[config.mk]
export PLATFORM = sky130hd
export DESIGN_NAME = txpp_map
export DESIGN_NICKNAME = d
export VERILOG_FILES = /design/src/rtl/txpp_pkg.sv /design/src/rtl/txpp_ovl.sv /design/src/rtl/txpp_map.sv
export SDC_FILE = /design/constraint.sdc
export NUM_CORES = 1
export LEC_CHECK = 0
export ABC_AREA = 1
export BUFFER_PORTS_ARGS = -buffer_cell sky130_fd_sc_hd__buf_2
export CAP_MARGIN = 20
export CORE_AREA = 2 2 471 473
export CTS_CLUSTER_DIAMETER = 30
export CTS_CLUSTER_SIZE = 14
export DETAILED_ROUTE_END_ITERATION = 16
export DIE_AREA = 0 0 473 475
export GPL_TIMING_DRIVEN = 1
export SETUP_SLACK_MARGIN = 0.05
export SLEW_MARGIN = 10
export SYNTH_ARGS = -nofsm -noshare
export SYNTH_HDL_FRONTEND = slang
export SYNTH_SLANG_ARGS = --single-unit
[constraint.sdc]
create_clock -name clk_i -period 1.2 [get_ports clk_i]
set_input_delay 0.18 -clock clk_i [delete_from_list [all_inputs] [get_ports clk_i]]
set_output_delay 0.18 -clock clk_i [all_outputs]
set_load 0.03 [all_outputs]
[src/rtl/txpp_pkg.sv]
// Constants and types for the preamble passthrough transmit mapper
package txpp_pkg;

  // ---------------------------------------------------------------
  // Control characters and preamble layout
  // ---------------------------------------------------------------
  localparam logic [7:0] TXPP_START_CHAR = 8'hFB;
  localparam int TXPP_PRE_W = 64;
  localparam int TXPP_PRE_TOP_LSB = 56;
  localparam int TXPP_SA_W = 48;
  localparam int TXPP_LT_W = 16;

  // ---------------------------------------------------------------
  // Field positions per bus width
  // ---------------------------------------------------------------
  localparam int TXPP_W512 = 512;
  localparam int TXPP_W128 = 128;
  localparam int TXPP_W64 = 64;
  localparam int TXPP_SA_LSB_512 = 352;
  localparam int TXPP_LT_LSB_512 = 336;
  localparam int TXPP_SA_LSB_128 = 32;
  localparam int TXPP_LT_LSB_128 = 16;
  localparam int TXPP_SA_HI_LSB_64 = 0;
  localparam int TXPP_SA_LO_LSB_64 = 32;
  localparam int TXPP_LT_LSB_64 = 16;

  // ---------------------------------------------------------------
  // Header word tracking for the narrow bus, reset values
  // ---------------------------------------------------------------
  typedef enum logic [1:0] {
    TXPP_IDLE = 2'h0,
    TXPP_W1 = 2'h1,
    TXPP_W2 = 2'h3,
    TXPP_BODY = 2'h2
  } txpp_st_e;

  localparam txpp_st_e TXPP_ST_RST = TXPP_IDLE;

endpackage : txpp_pkg

[src/rtl/txpp_ovl.sv]
// Byte-field overlay: replaces masked bits of a word with new values
`timescale 1ns/100ps
`default_nettype none
module txpp_ovl #(
  parameter int DW = 512
) (
  input wire logic [DW-1:0] word_i,
  input wire logic [DW-1:0] val_i,
  input wire logic [DW-1:0] mask_i,
  output logic [DW-1:0] word_o
);
  import txpp_pkg::*;

  assign word_o = (word_i & ~mask_i) | (val_i & mask_i);

endmodule : txpp_ovl
`default_nettype wire

[src/rtl/txpp_map.sv]
// Transmit header mapper with custom preamble passthrough
//
// Operation
// - First preamble octet is always replaced by the start control char.
// - Wide bus: preamble, destination, source, length/type, payload.
// - Narrow bus: preamble word, DA plus SA top, SA low plus type.
// - Mid bus takes preamble on its own 64-bit input, top octet first.
// - Mid bus first word: DA, SA, length/type, first payload octets.
// - Source insertion overwrites source address unless raw flag high.
`timescale 1ns/100ps
`default_nettype none
module txpp_map #(
  parameter int DW = 512,
  parameter int EW = 6
) (
  input wire logic clk_i,
  input wire logic rst_n_i,
  input wire logic tx_valid_i,
  input wire logic tx_sop_i,
  input wire logic tx_eop_i,
  input wire logic [EW-1:0] tx_empty_i,
  input wire logic [DW-1:0] tx_data_i,
  input wire logic [txpp_pkg::TXPP_PRE_W-1:0] tx_preamble_i,
  input wire logic tx_raw_i,
  input wire logic sa_ins_en_i,
  input wire logic [txpp_pkg::TXPP_SA_W-1:0] station_addr_i,
  output logic out_valid_o,
  output logic out_sop_o,
  output logic out_eop_o,
  output logic [EW-1:0] out_empty_o,
  output logic [DW-1:0] out_data_o,
  output logic [txpp_pkg::TXPP_PRE_W-1:0] out_preamble_o,
  output logic out_ctrl_o
);
  import txpp_pkg::*;

  // ---------------------------------------------------------------
  // State
  // ---------------------------------------------------------------
  typedef struct packed {
    logic vld;
    logic sop;
    logic eop;
    logic [EW-1:0] emp;
    logic [DW-1:0] dat;
    logic [TXPP_PRE_W-1:0] pre;
    logic ctl;
    txpp_st_e st;
  } txpp_state_s;

  txpp_state_s s_r;
  txpp_state_s s_nxt;
  logic [DW-1:0] ovl_val;
  logic [DW-1:0] ovl_mask;
  logic [DW-1:0] mapped;
  logic ins;

  assign ins = sa_ins_en_i & ~tx_raw_i;

  // ---------------------------------------------------------------
  // Field overlay per bus width
  // ---------------------------------------------------------------
  if (DW == TXPP_W512) begin : g_w512
    always_comb begin
      ovl_val = '0;
      ovl_mask = '0;
      if (tx_sop_i) begin
        ovl_val[DW-1 -: 8] = TXPP_START_CHAR;
        ovl_mask[DW-1 -: 8] = 8'hFF;
        if (ins) begin
          ovl_val[TXPP_SA_LSB_512 +: TXPP_SA_W] = station_addr_i;
          ovl_mask[TXPP_SA_LSB_512 +: TXPP_SA_W] = '1;
        end
      end
    end
  end else if (DW == TXPP_W128) begin : g_w128
    always_comb begin
      ovl_val = '0;
      ovl_mask = '0;
      if (tx_sop_i && ins) begin
        ovl_val[TXPP_SA_LSB_128 +: TXPP_SA_W] = station_addr_i;
        ovl_mask[TXPP_SA_LSB_128 +: TXPP_SA_W] = '1;
      end
    end
  end else begin : g_w64
    always_comb begin
      ovl_val = '0;
      ovl_mask = '0;
      if (tx_sop_i) begin
        ovl_val[DW-1 -: 8] = TXPP_START_CHAR;
        ovl_mask[DW-1 -: 8] = 8'hFF;
      end else if (s_r.st == TXPP_W1 && ins) begin
        ovl_val[TXPP_SA_HI_LSB_64 +: 16] = station_addr_i[47:32];
        ovl_mask[TXPP_SA_HI_LSB_64 +: 16] = '1;
      end else if (s_r.st == TXPP_W2 && ins) begin
        ovl_val[TXPP_SA_LO_LSB_64 +: 32] = station_addr_i[31:0];
        ovl_mask[TXPP_SA_LO_LSB_64 +: 32] = '1;
      end
    end
  end

  txpp_ovl #(
    .DW(DW)
  ) u_ovl (
    .word_i(tx_data_i),
    .val_i(ovl_val),
    .mask_i(ovl_mask),
    .word_o(mapped)
  );

  // ---------------------------------------------------------------
  // Next state
  // ---------------------------------------------------------------
  always_comb begin
    s_nxt = s_r;
    s_nxt.vld = tx_valid_i;
    s_nxt.sop = tx_valid_i & tx_sop_i;
    s_nxt.eop = tx_valid_i & tx_eop_i;
    s_nxt.emp = tx_empty_i;
    s_nxt.dat = mapped;
    s_nxt.ctl = tx_valid_i & tx_sop_i & (DW != TXPP_W128);
    s_nxt.pre = tx_preamble_i;
    if (tx_sop_i) begin
      s_nxt.pre[TXPP_PRE_TOP_LSB +: 8] = TXPP_START_CHAR;
    end
    if (tx_valid_i) begin
      unique case (s_r.st)
        TXPP_IDLE: begin
          if (tx_sop_i && !tx_eop_i) begin
            s_nxt.st = TXPP_W1;
          end
        end
        TXPP_W1: begin
          s_nxt.st = tx_eop_i ? TXPP_IDLE : TXPP_W2;
        end
        TXPP_W2: begin
          s_nxt.st = tx_eop_i ? TXPP_IDLE : TXPP_BODY;
        end
        TXPP_BODY: begin
          if (tx_eop_i) begin
            s_nxt.st = TXPP_IDLE;
          end
        end
      endcase
    end
  end

  always_ff @(posedge clk_i or negedge rst_n_i) begin
    if (!rst_n_i) begin
      s_r <= '{vld: 1'b0, sop: 1'b0, eop: 1'b0, emp: '0, dat: '0,
               pre: '0, ctl: 1'b0, st: TXPP_ST_RST};
    end else begin
      s_r <= s_nxt;
    end
  end

  assign out_valid_o = s_r.vld;
  assign out_sop_o = s_r.sop;
  assign out_eop_o = s_r.eop;
  assign out_empty_o = s_r.emp;
  assign out_data_o = s_r.dat;
  assign out_preamble_o = s_r.pre;
  assign out_ctrl_o = s_r.ctl;

  if (DW == TXPP_W512) begin : g_a512

  end else if (DW == TXPP_W128) begin : g_a128

  end else begin : g_a64

  end
endmodule : txpp_map
`default_nettype wire

# After elaboration in Yosys (flattened, before gate mapping)
# Cells that the tools add are included.
# totals
register_bits	585
latchBits	0
mem_bits_rw	0
rom_bits	0
input_bits	637
out_inout_bits	586
n_memories	0
# classes
add_sub_neg	0
multipliers	0
n_div	0
magnitude_cmp	0
eq_ne	0
shifts	0
mux	7
n_bitwise	8
reduce_logical	0
# ops
cell	n
$and A512 B512 Y512	2
$not A512 Y512	1
$or A512 B512 Y512	1
$mux W48	4
$mux W8	3
$and A1 B1 Y1	3
$not A1 Y1	1

# Logic depth before layout (Yosys ltp)
# Gate-level depths: netlist (run 1).
# logic_depth
depth_word	7
mapped_depth	6
mapped_depth_nobuf	4

# By module
# From an unflattened synthesis (run 1), not the netlist that was laid out.
# hier_totals
cells_unflattened	2753
area_unflattened_um2	22910.7
# modules_own_cells
mod	instances	cells_each	area_per_inst_um2	seq_area_each_um2
txpp_map	1	705	15223.4	14639.0
txpp_ovl	1	2048	7687.4	0.0

# Worst setup path before layout (run 1)
# OpenSTA, ideal clock, no wires.
# synth_path
kind	register to output
from	register, netlist name out_ctrl_o
to	output out_sop_o
t_arrival_ns	0.703
required_time_ns	1.020
slack_ns	0.317
path_stages_with_launch	2
path_cell_list	dfrtp_1 -> buf_4
# synth_rtl
element	line_no	source
to (decl)	txpp_map.sv:28	output logic out_sop_o,

# Worst setup path after layout (run 1)
# layout_path
from	register s_r (netlist bit out_data_o[367])
to	output out_data_o[367]
# layout_rtl
element	line_no	source
from (decl)	txpp_map.sv:51	txpp_state_s s_r;
from (signal assigned)	txpp_map.sv:150	s_r <= '{vld: 1'b0, sop: 1'b0, eop: 1'b0, emp: '0, dat: '0,
from (signal assigned)	txpp_map.sv:153	s_r <= s_nxt;
to (decl)	txpp_map.sv:31	output logic [DW-1:0] out_data_o,
# No word-level cell between the ends.

==> qor.csv, run 1 <==
metric,value,unit
CP endpoint kind,output pin,
number of fillers in the final layout,23559,
peak supply drop,0.00130,V
critical path type,flop to output pin,
share of cells above drive strength 1,51.3,%
met3 Use GR,11.3,%
Worst-path clk slew,0.04,ns
switch share,27.0,%
PD cells,1900,mW/mm^2
total die area,0.225,sq mm
Final ANT Viol Nets,0,
Worst path depth,1,
Least-Margin Pin Slew,0.678,ns
top cell type's share of synthesized area,94.1,%
minimum clock period,1.57,ns
Hold Fails Final Rpt,0,
"delay-heaviest family, CP",flip-flops,
Comb pwr share,12.7,%
top post-synthesis cells by area,"dfrtp_1, nand2_1, nand4_1",
register area share after synthesis,94.1,%
status,"finished, violations left",
required time worst endpoint,1.02,ns
grt met1 use,18.3,%
core area,0.219,sq mm
first-pass GRT wire length,240000,um
worst min-delay path category,input pin to asynchronous set/reset pin,
RSZ-0062 raised after global routing,yes,
CTS tree,built,
final core utilization,20.5,%
Crit path arrival time,1.39,ns
pre-CTS setup slack,-0.00593,ns
Fmax achieved,639,MHz
largest net degree at the start of global routing,74,
Top Usage Layer GRT,met2,
crit path launch type,flop,
Total Wirelength,195000,um
die width,473,um
Clock Power Share,62.2,%
count of cell types in the netlist,14,
Synth Instances,776,
die height,475,um
worst-path fanout max,1,
I/O pin cnt,1223,
Num CTS Buffers,196,
Syn Std Cell Area,0.0156,sq mm
Synth top cells by count,"dfrtp_1, nand2_1, nand4_1",
"Slowest-stage cell, CP",dfrtp_1,
Slew Limit Fails,0,
period utilisation layout,130,%
Syn Area/Cell,20.1,sq um
DR WL/cell,31.4,um
vias in the first global route,19587,
number of synthesized register bits,585,
sequential share of power,25.1,%
syn_nets,1413,
Initial DRT Pass Iterations,4,
FP Rows,172,
Total GRT Usage,16.9,%
drt via density,2.89,
PortBufs,1222,
synth-to-layout area growth,189,%
Psw,23100,uW
area of the multi-input gates,773,sq um
worst path bufs/invs,1,
routability cong.,0.951,
met2 Use GR,26.1,%
Final Net Count,3674,
synth warn,0,
violated checks,setup timing,
Main synth FF type,dfrtp_1,
CP peak stage delay,0.37,ns
clk buf depth,3,
register area,0.0146,sq mm
final setup fails,586,
clock root cell,clkbuf_16,
"Cell Chain, Critical Path",buf_6,
initial cell density of the core,7.10,%
Residual DRC,0,
First DRT Iteration DRCs,755,
"Power, Total",85500,uW
most frequent cell after synthesis,dfrtp_1,
Clock H-tree levels,4,
final setup margin,-0.366,ns
global route overflow,0,
Internal Power,62400,uW
Clock Sinks,585,
cell taking the most area after synthesis,dfrtp_1,
Lkg Pwr,0.0205,uW
TNS Setup,-173.14,ns
Vias,17967,
initial antenna violation count,306,
Final HPWL DP,171000,um
"EDFF count, synth",0,
ys async rst share,100,%
slew margin rel.,54.7,%
Max Cap Viol,0,
## power by group through the flow
stage	sequential, uW	combinational (uW)	clock [uW]
floorplan	23600	232	0
global placement	21400	6970	0
detailed placement	21400	7010	0
CTS	21400	11200	54300
global route	21500	11500	55600
finish	21400	10900	53100
## repair_timing
action	4_1_cts	5_1_grt
hold endpoints to repair	1170	2
gates cloned	0	1
endpoints found under the setup margin	586	949
gates resized for setup	1164	16
setup buffers	0	0
hold buffers	804	1
## flip-flops by register name, summed over array words and instances, names as in the netlist
signal / count
out_data_o: 512
out_ctrl_o: 1
out_valid_o: 1
out_preamble_o: 64
out_eop_o: 1
out_empty_o: 6
## final cells by class
cell class	instances	share of cell area [%]
Antenna cell	130	0.724
Sequential cell	585	32.6
Tap cell	2871	7.99
Clock inverter	121	3.44
Clock buffer	246	12.1
Inverter	5	0.0418
Multi-Input combinational cell	163	1.72
Timing Repair Buffer	2086	41.4
## cell families (layout without fill, tap and decap cells)
family	count (synthesis)	count (layout)	synth area share, %
AND/OR/NAND/NOR	163	163	4.94
other	0	130	0
flip-flops	585	585	94.1
buffers and inverters	28	2458	0.997
## cells in the final DEF (no fill, tap or decap), types with 20 or more instances in the layout
| master | Yosys | final |
|---|---|---|
| buf_12 | 0 | 20 |
| buf_2 | 7 | 634 |
| buf_4 | 7 | 42 |
| buf_6 | 2 | 575 |
| bufinv_16 | 0 | 21 |
| clkbuf_16 | 0 | 200 |
| clkbuf_8 | 0 | 30 |
| clkinv_2 | 0 | 34 |
| clkinv_4 | 0 | 22 |
| dfrtp_1 | 585 | 585 |
| diode_2 | 0 | 130 |
| dlygate4sd3_1 | 0 | 801 |
| nand2_1 | 98 | 98 |
| nand4_1 | 48 | 48 |
## metal layers
| layer | share of wire (%) | vias to the layer above |
|---|---|---|
| met4 | 3.9 | 200 |
| met1 | 37 | 8516 |
| met3 | 15 | 555 |
| met5 | 0.67 | - |
| met2 | 44 | 1386 |
| li1 | - | 7310 |
## stage by stage
| stage | hold WS [ns] | std cells | area, sq um |
|---|---|---|---|
| 2_1_floorplan | -0.116 | 776 | 15600 |
| 3_3_place_gp | 0.0423 | 4905 | 25900 |
| 3_5_place_dp | 0.0426 | 4905 | 25900 |
| 4_1_cts | 0.00105 | 6076 | 44600 |
| 5_1_grt | 0.00219 | 6150 | 44800 |
| 6_report | 0.0542 | 6207 | 44900 |
## final timing paths
check,from,slack [ns],to
worst max-delay path,out_data_o[367],-0.37,out_data_o[367]
max in group asynchronous,rst_n_i,0.14,out_data_o[275]
min in group clk_i,tx_sop_i,0.06,out_ctrl_o
worst min-delay path,rst_n_i,0.05,out_preamble_o[29]
Power figures use the tool's default switching activity.
==> run 2, diff against run 1 <==
CORE_AREA = 2 2 470 472   (was 2 2 471 473)
DIE_AREA = 0 0 472 474   (was 0 0 473 475)
SYNTH_HIERARCHICAL = 1   (was default)
==> run 2 against run 1 <==
Net effect: the run still ends with setup timing left; via count is 49% higher; total power is 0.37% higher; die area is 0.42% lower; non-clock buffer count is 126 lower; combinational power is 27% higher; highest routed layer unchanged; maximum frequency is 2.9% lower; synthesized cell count grew to 3.5 times the previous value; final cell count is 51% higher.
==> qor.csv, run 2 <==
metric,value,unit
status,"finished, violations left",
violated checks,setup timing,
Lkg Pwr,0.0280,uW
routability cong.,0.943,
DR WL/cell,17.3,um
clk buf depth,3,
critical path type,flop to output pin,
clock root cell,clkbuf_16,
top post-synthesis cells by area,"dfrtp_1, nand2_1, inv_1",
Total Wirelength,162000,um
Residual DRC,0,
final setup fails,586,
initial cell density of the core,10.5,%
period utilisation layout,134,%
PD cells,1540,mW/mm^2
Crit path arrival time,1.43,ns
Syn Std Cell Area,0.0229,sq mm
Num CTS Buffers,185,
die width,472,um
Max Cap Viol,0,
Clock H-tree levels,4,
share of cells above drive strength 1,24.8,%
pre-CTS setup slack,0.0353,ns
Least-Margin Pin Slew,0.718,ns
Initial DRT Pass Iterations,5,
Final Net Count,6898,
"commonest non-fill, non-tap cell in the layout",nand2_1,
synth warn,6,
Total GRT Usage,14.3,%
"delay-heaviest family, CP",flip-flops,
Fmax achieved,620,MHz
count of cell types in the netlist,12,
I/O pin cnt,1223,
cell taking the most area after synthesis,dfrtp_1,
peak supply drop,0.00162,V
"EDFF count, synth",0,
Synth Instances,2753,
CTS tree,built,
Syn Area/Cell,8.32,sq um
slew margin rel.,52.1,%
Final HPWL DP,135000,um
FP Rows,172,
top cell type's share of synthesized area,63.9,%
total die area,0.224,sq mm
drt via density,2.87,
largest net degree at the start of global routing,55,
RSZ-0062 raised after global routing,yes,
Slew Limit Fails,0,
global route overflow,0,
worst-path fanout max,2,
register area share after synthesis,63.9,%
Vias,26833,
Main synth FF type,dfrtp_1,
minimum clock period,1.61,ns
number of synthesized register bits,585,
Final ANT Viol Nets,0,
required time worst endpoint,1.02,ns
worst path bufs/invs,2,
die height,474,um
crit path launch type,flop,
most frequent cell after synthesis,nand2_1,
"commonest cells after routing, fill and taps aside","nand2_1, conb_1, dlygate4sd3_1, buf_2, buf_6",
"Slowest-stage cell, CP",dfrtp_1,
final setup margin,-0.412,ns
final core utilization,25.4,%
ys async rst share,100,%
First DRT Iteration DRCs,858,
Synth top cells by count,"nand2_1, dfrtp_1, inv_1",
core area,0.219,sq mm
setup bufs post-CTS,0,
worst min-delay path category,input pin to asynchronous set/reset pin,
vias in the first global route,26826,
Hold Fails Final Rpt,0,
PortBufs,1222,
TNS Setup,-172.45,ns
WHS,0.0654,ns
first-pass GRT wire length,214000,um
CP peak stage delay,0.38,ns
Clock Sinks,585,
"Cell Chain, Critical Path",buf_12 -> buf_8,
synth-to-layout area growth,143,%
initial antenna violation count,225,
CP endpoint kind,output pin,
Worst-path clk slew,0.04,ns
max reg flops,512,
-- run 2: cell count changes in the layout (fill, tap and decap cells not counted), moves of 10 or more --
cell,change
inv_1,+560
clkbuf_16,-14
clkbuf_1,+19
nand2_1,+1440
nand4_1,-48
clkinv_4,-18
buf_4,-13
dlygate4sd3_1,-111
diode_2,-62
nor2_1,+38
buf_6,+10
inv_6,-14
conb_1,+1369
-- run 2: through the flow --
stage	std cells	power, uW	area, sq um
after floorplan	4121	26900	28100
after global placement	8254	31800	38300
after detailed placement	8254	31800	38300
after CTS	9286	87100	55400
after global routing	9328	89400	55500
final	9354	85800	55600
-- run 2: report_power, final --
part | switching, uW | internal [uW]
registers | 795 | 21200
clock network | 15100 | 34800
logic | 7870 | 5930
total | 23800 | 62000
-- run 2: cell type report --
class | count | area, sq um
diodes | 68 | 170
clock buffers | 254 | 5230
clock inverters | 87 | 1300
fillers | 23143 | 163000
inverters | 565 | 2120
multi-input cells | 2964 | 11200
flip-flops and latches | 585 | 14600
well taps | 2871 | 3590
repair buffers | 1960 | 17300
-- run 2: cell families after synthesis --
logic type / count (synthesis) / share of synthesized area [%]
buf+inv: 572 / 9.52
flops: 585 / 63.9
other cells: 1 / 0.0164
simple gates: 1595 / 26.6
-- run 2: what timing repair did --
item	CTS	global route
gates resized for setup	1175	1
pin swaps	0	0
endpoints found under the hold margin	1170	1
setup endpoints to repair	586	620
hold buffers	691	1
-- run 2: per-layer routing --
layer  vias to the layer above  global-route usage (%)  routed length (um)
li1                      13608                       -                   -
met5                         -                       0                 955
met3                       554                    7.11               18500
met1                     11173                    14.4               56500
met4                       164                    9.33               11600
met2                      1334                    23.3               74600
-- run 2: path summary, 6_finish.rpt --
kind                       slack, ns      startpoint  cells past startpoint               to
max                            -0.41      out_ctrl_o                      2        out_sop_o
max in group asynchronous       0.33         rst_n_i                      3  out_data_o[179]
min                             0.07         rst_n_i                      3  out_data_o[199]
min in group clk_i              0.10  tx_data_i[196]                      4  out_data_o[196]
==> run 3, diff against run 2 <==
CELL_PAD_IN_SITES_DETAIL_PLACEMENT = 0   (was default)
CELL_PAD_IN_SITES_GLOBAL_PLACEMENT = 2   (was default)
CORE_AREA = 2 2 471 473   (was 2 2 470 472)
DIE_AREA = 0 0 473 475   (was 0 0 472 474)
PLACE_DENSITY_LB_ADDON = 0.1   (was default)
SETUP_SLACK_MARGIN = 0.4   (was 0.05)
clock period = 1.5 ns   (was 1.2 ns; I/O delays follow)
==> run 3 against run 2 <==
Net effect: the run still ends with setup timing left; non-clock buffer count up 54; worst hold slack better by 0.034 ns; sequential power down 20%; clock power up 2%; via count down 2.9%; critical path depth down 1; die area up 0.42%; utilization up 1.1 points; critical path type unchanged.
==> qor.csv, run 3 (synthesis results as in run 2) <==
metric,value,unit
core area,0.219,sq mm
CP peak stage delay,0.46,ns
Total Wirelength,149000,um
max reg flops,512,
Final HPWL DP,122000,um
TNS Setup,-51.89,ns
dpl cell area,0.0381,sq mm
Lkg Pwr,0.0292,uW
fin area,0.0581,sq mm
Clock Sinks,585,
synth-to-layout area growth,153,%
register area,0.0147,sq mm
Slew Limit Fails,0,
global route overflow,0,
"Slowest-stage cell, CP",dfrtp_2,
worst-path fanout max,1,
I/O pin cnt,1223,
clk buf depth,4,
setup bufs post-CTS,0,
area of the multi-input gates,0.0112,sq mm
worst min-delay path category,input pin to flop,
peak supply drop,0.00104,V
"Power, Total",79400,uW
Least-Margin Pin Slew,0.740,ns
drt via density,2.74,
number of fillers in the final layout,23894,
die width,473,um
Crit. Startpoint,out_preamble_o[0],
initial cell density of the core,10.5,%
"commonest cells after routing, fill and taps aside","nand2_1, conb_1, dlygate4sd3_1, buf_2, buf_6",
slew margin rel.,50.6,%
largest net degree at the start of global routing,66,
required time worst endpoint,1.27,ns
Initial DRT Pass Iterations,4,
Final Net Count,7050,
Hold Startpoint,tx_data_i[266],
die height,475,um
pre-CTS setup slack,0.244,ns
CTS tree,built,
total die area,0.225,sq mm
period utilisation layout,117,%
clock root cell,clkbuf_16,
Vias,26059,
worst path bufs/invs,1,
Num CTS Buffers,283,
Min-Delay Endpoint,out_data_o[266],
Clock H-tree levels,5,
share of cells above drive strength 1,25.1,%
status,"finished, violations left",
minimum clock period,1.75,ns
vias in the first global route,27139,
initial antenna violation count,105,
first-pass GRT wire length,203000,um
Total GRT Usage,13.1,%
final setup margin,-0.254,ns
"delay-heaviest family, CP",flip-flops,
Crit path arrival time,1.53,ns
critical path type,flop to output pin,
crit path launch type,flop,
Residual DRC,0,
CP endpoint kind,output pin,
FP Rows,172,
Hold Fails Final Rpt,0,
Max Cap Viol,0,
final setup fails,586,
PD cells,1370,mW/mm^2
violated checks,setup timing,
Fmax achieved,570,MHz
"commonest non-fill, non-tap cell in the layout",nand2_1,
First DRT Iteration DRCs,658,
PortBufs,1222,
RSZ-0062 raised after global routing,yes,
Final ANT Viol Nets,0,
Worst-path clk slew,0.05,ns
"Cell Chain, Critical Path",buf_6,
Hold Crit Depth,4,
DR WL/cell,15.7,um
routability cong.,0.837,
## run 3: cell count changes in the layout (fill, tap and decap cells not counted), sizes merged, moves of 6 or more
cell / delta
clkinvlp: -14
bufinv: -19
buf: -11
dlygate4sd3: +63
diode: -21
clkinv: -28
inv: +6
clkbuf: +180
## run 3: stage by stage
step | util [%] | cells | hold slack (ns)
floorplan | - | 4121 | -0.0706
global placement | 17.4 | 8243 | 0.322
detailed placement | 17.4 | 8243 | 0.314
CTS | 26.4 | 9463 | 0.000000888
global route | 26.5 | 9489 | 0.0240
finish | 26.5 | 9511 | 0.0990
## run 3: cell type report
type	instances	area share, %
clock inverters	32	0.571
well taps	2871	6.19
flip-flops and latches	585	25.2
repair buffers	2014	30.6
multi-input cells	2964	19.3
clock buffers	433	14.2
diodes	47	0.203
inverters	565	3.66
## run 3: where the power goes
part	switching, uW	internal (uW)	total, uW
Clock	13800	37000	50900
Sequential	639	17000	17700
Combinational	6040	4800	10800
## run 3: repair_timing
item	4_1_cts	5_1_grt
hold endpoints to repair	1170	4
endpoints found under the setup margin	586	810
hold buffers	755	2
pin swaps	0	0
gates resized for setup	1182	6
## run 3: how the worst max path moves through the flow
stage | endpoint | slack [ns] | cells after the start
global placement | out_data_o[363] | 0.24 | 8
finish | out_preamble_o[0] | -0.25 | 1
CTS | out_preamble_o[37] | -0.34 | 1
global route | out_preamble_o[0] | -0.35 | 1
floorplan | out_data_o[352] | -0.44 | 7
detailed placement | out_data_o[391] | 0.24 | 8
## run 3: layer usage
layer  GRT usage, %  vias to the layer above  wire [um]
li1               -                    13922          -
met2           22.2                     1155      72000
met3           7.55                      373      18300
met1           13.3                    10567      53500
met4           4.86                       42       5130
met5              0                        -        260
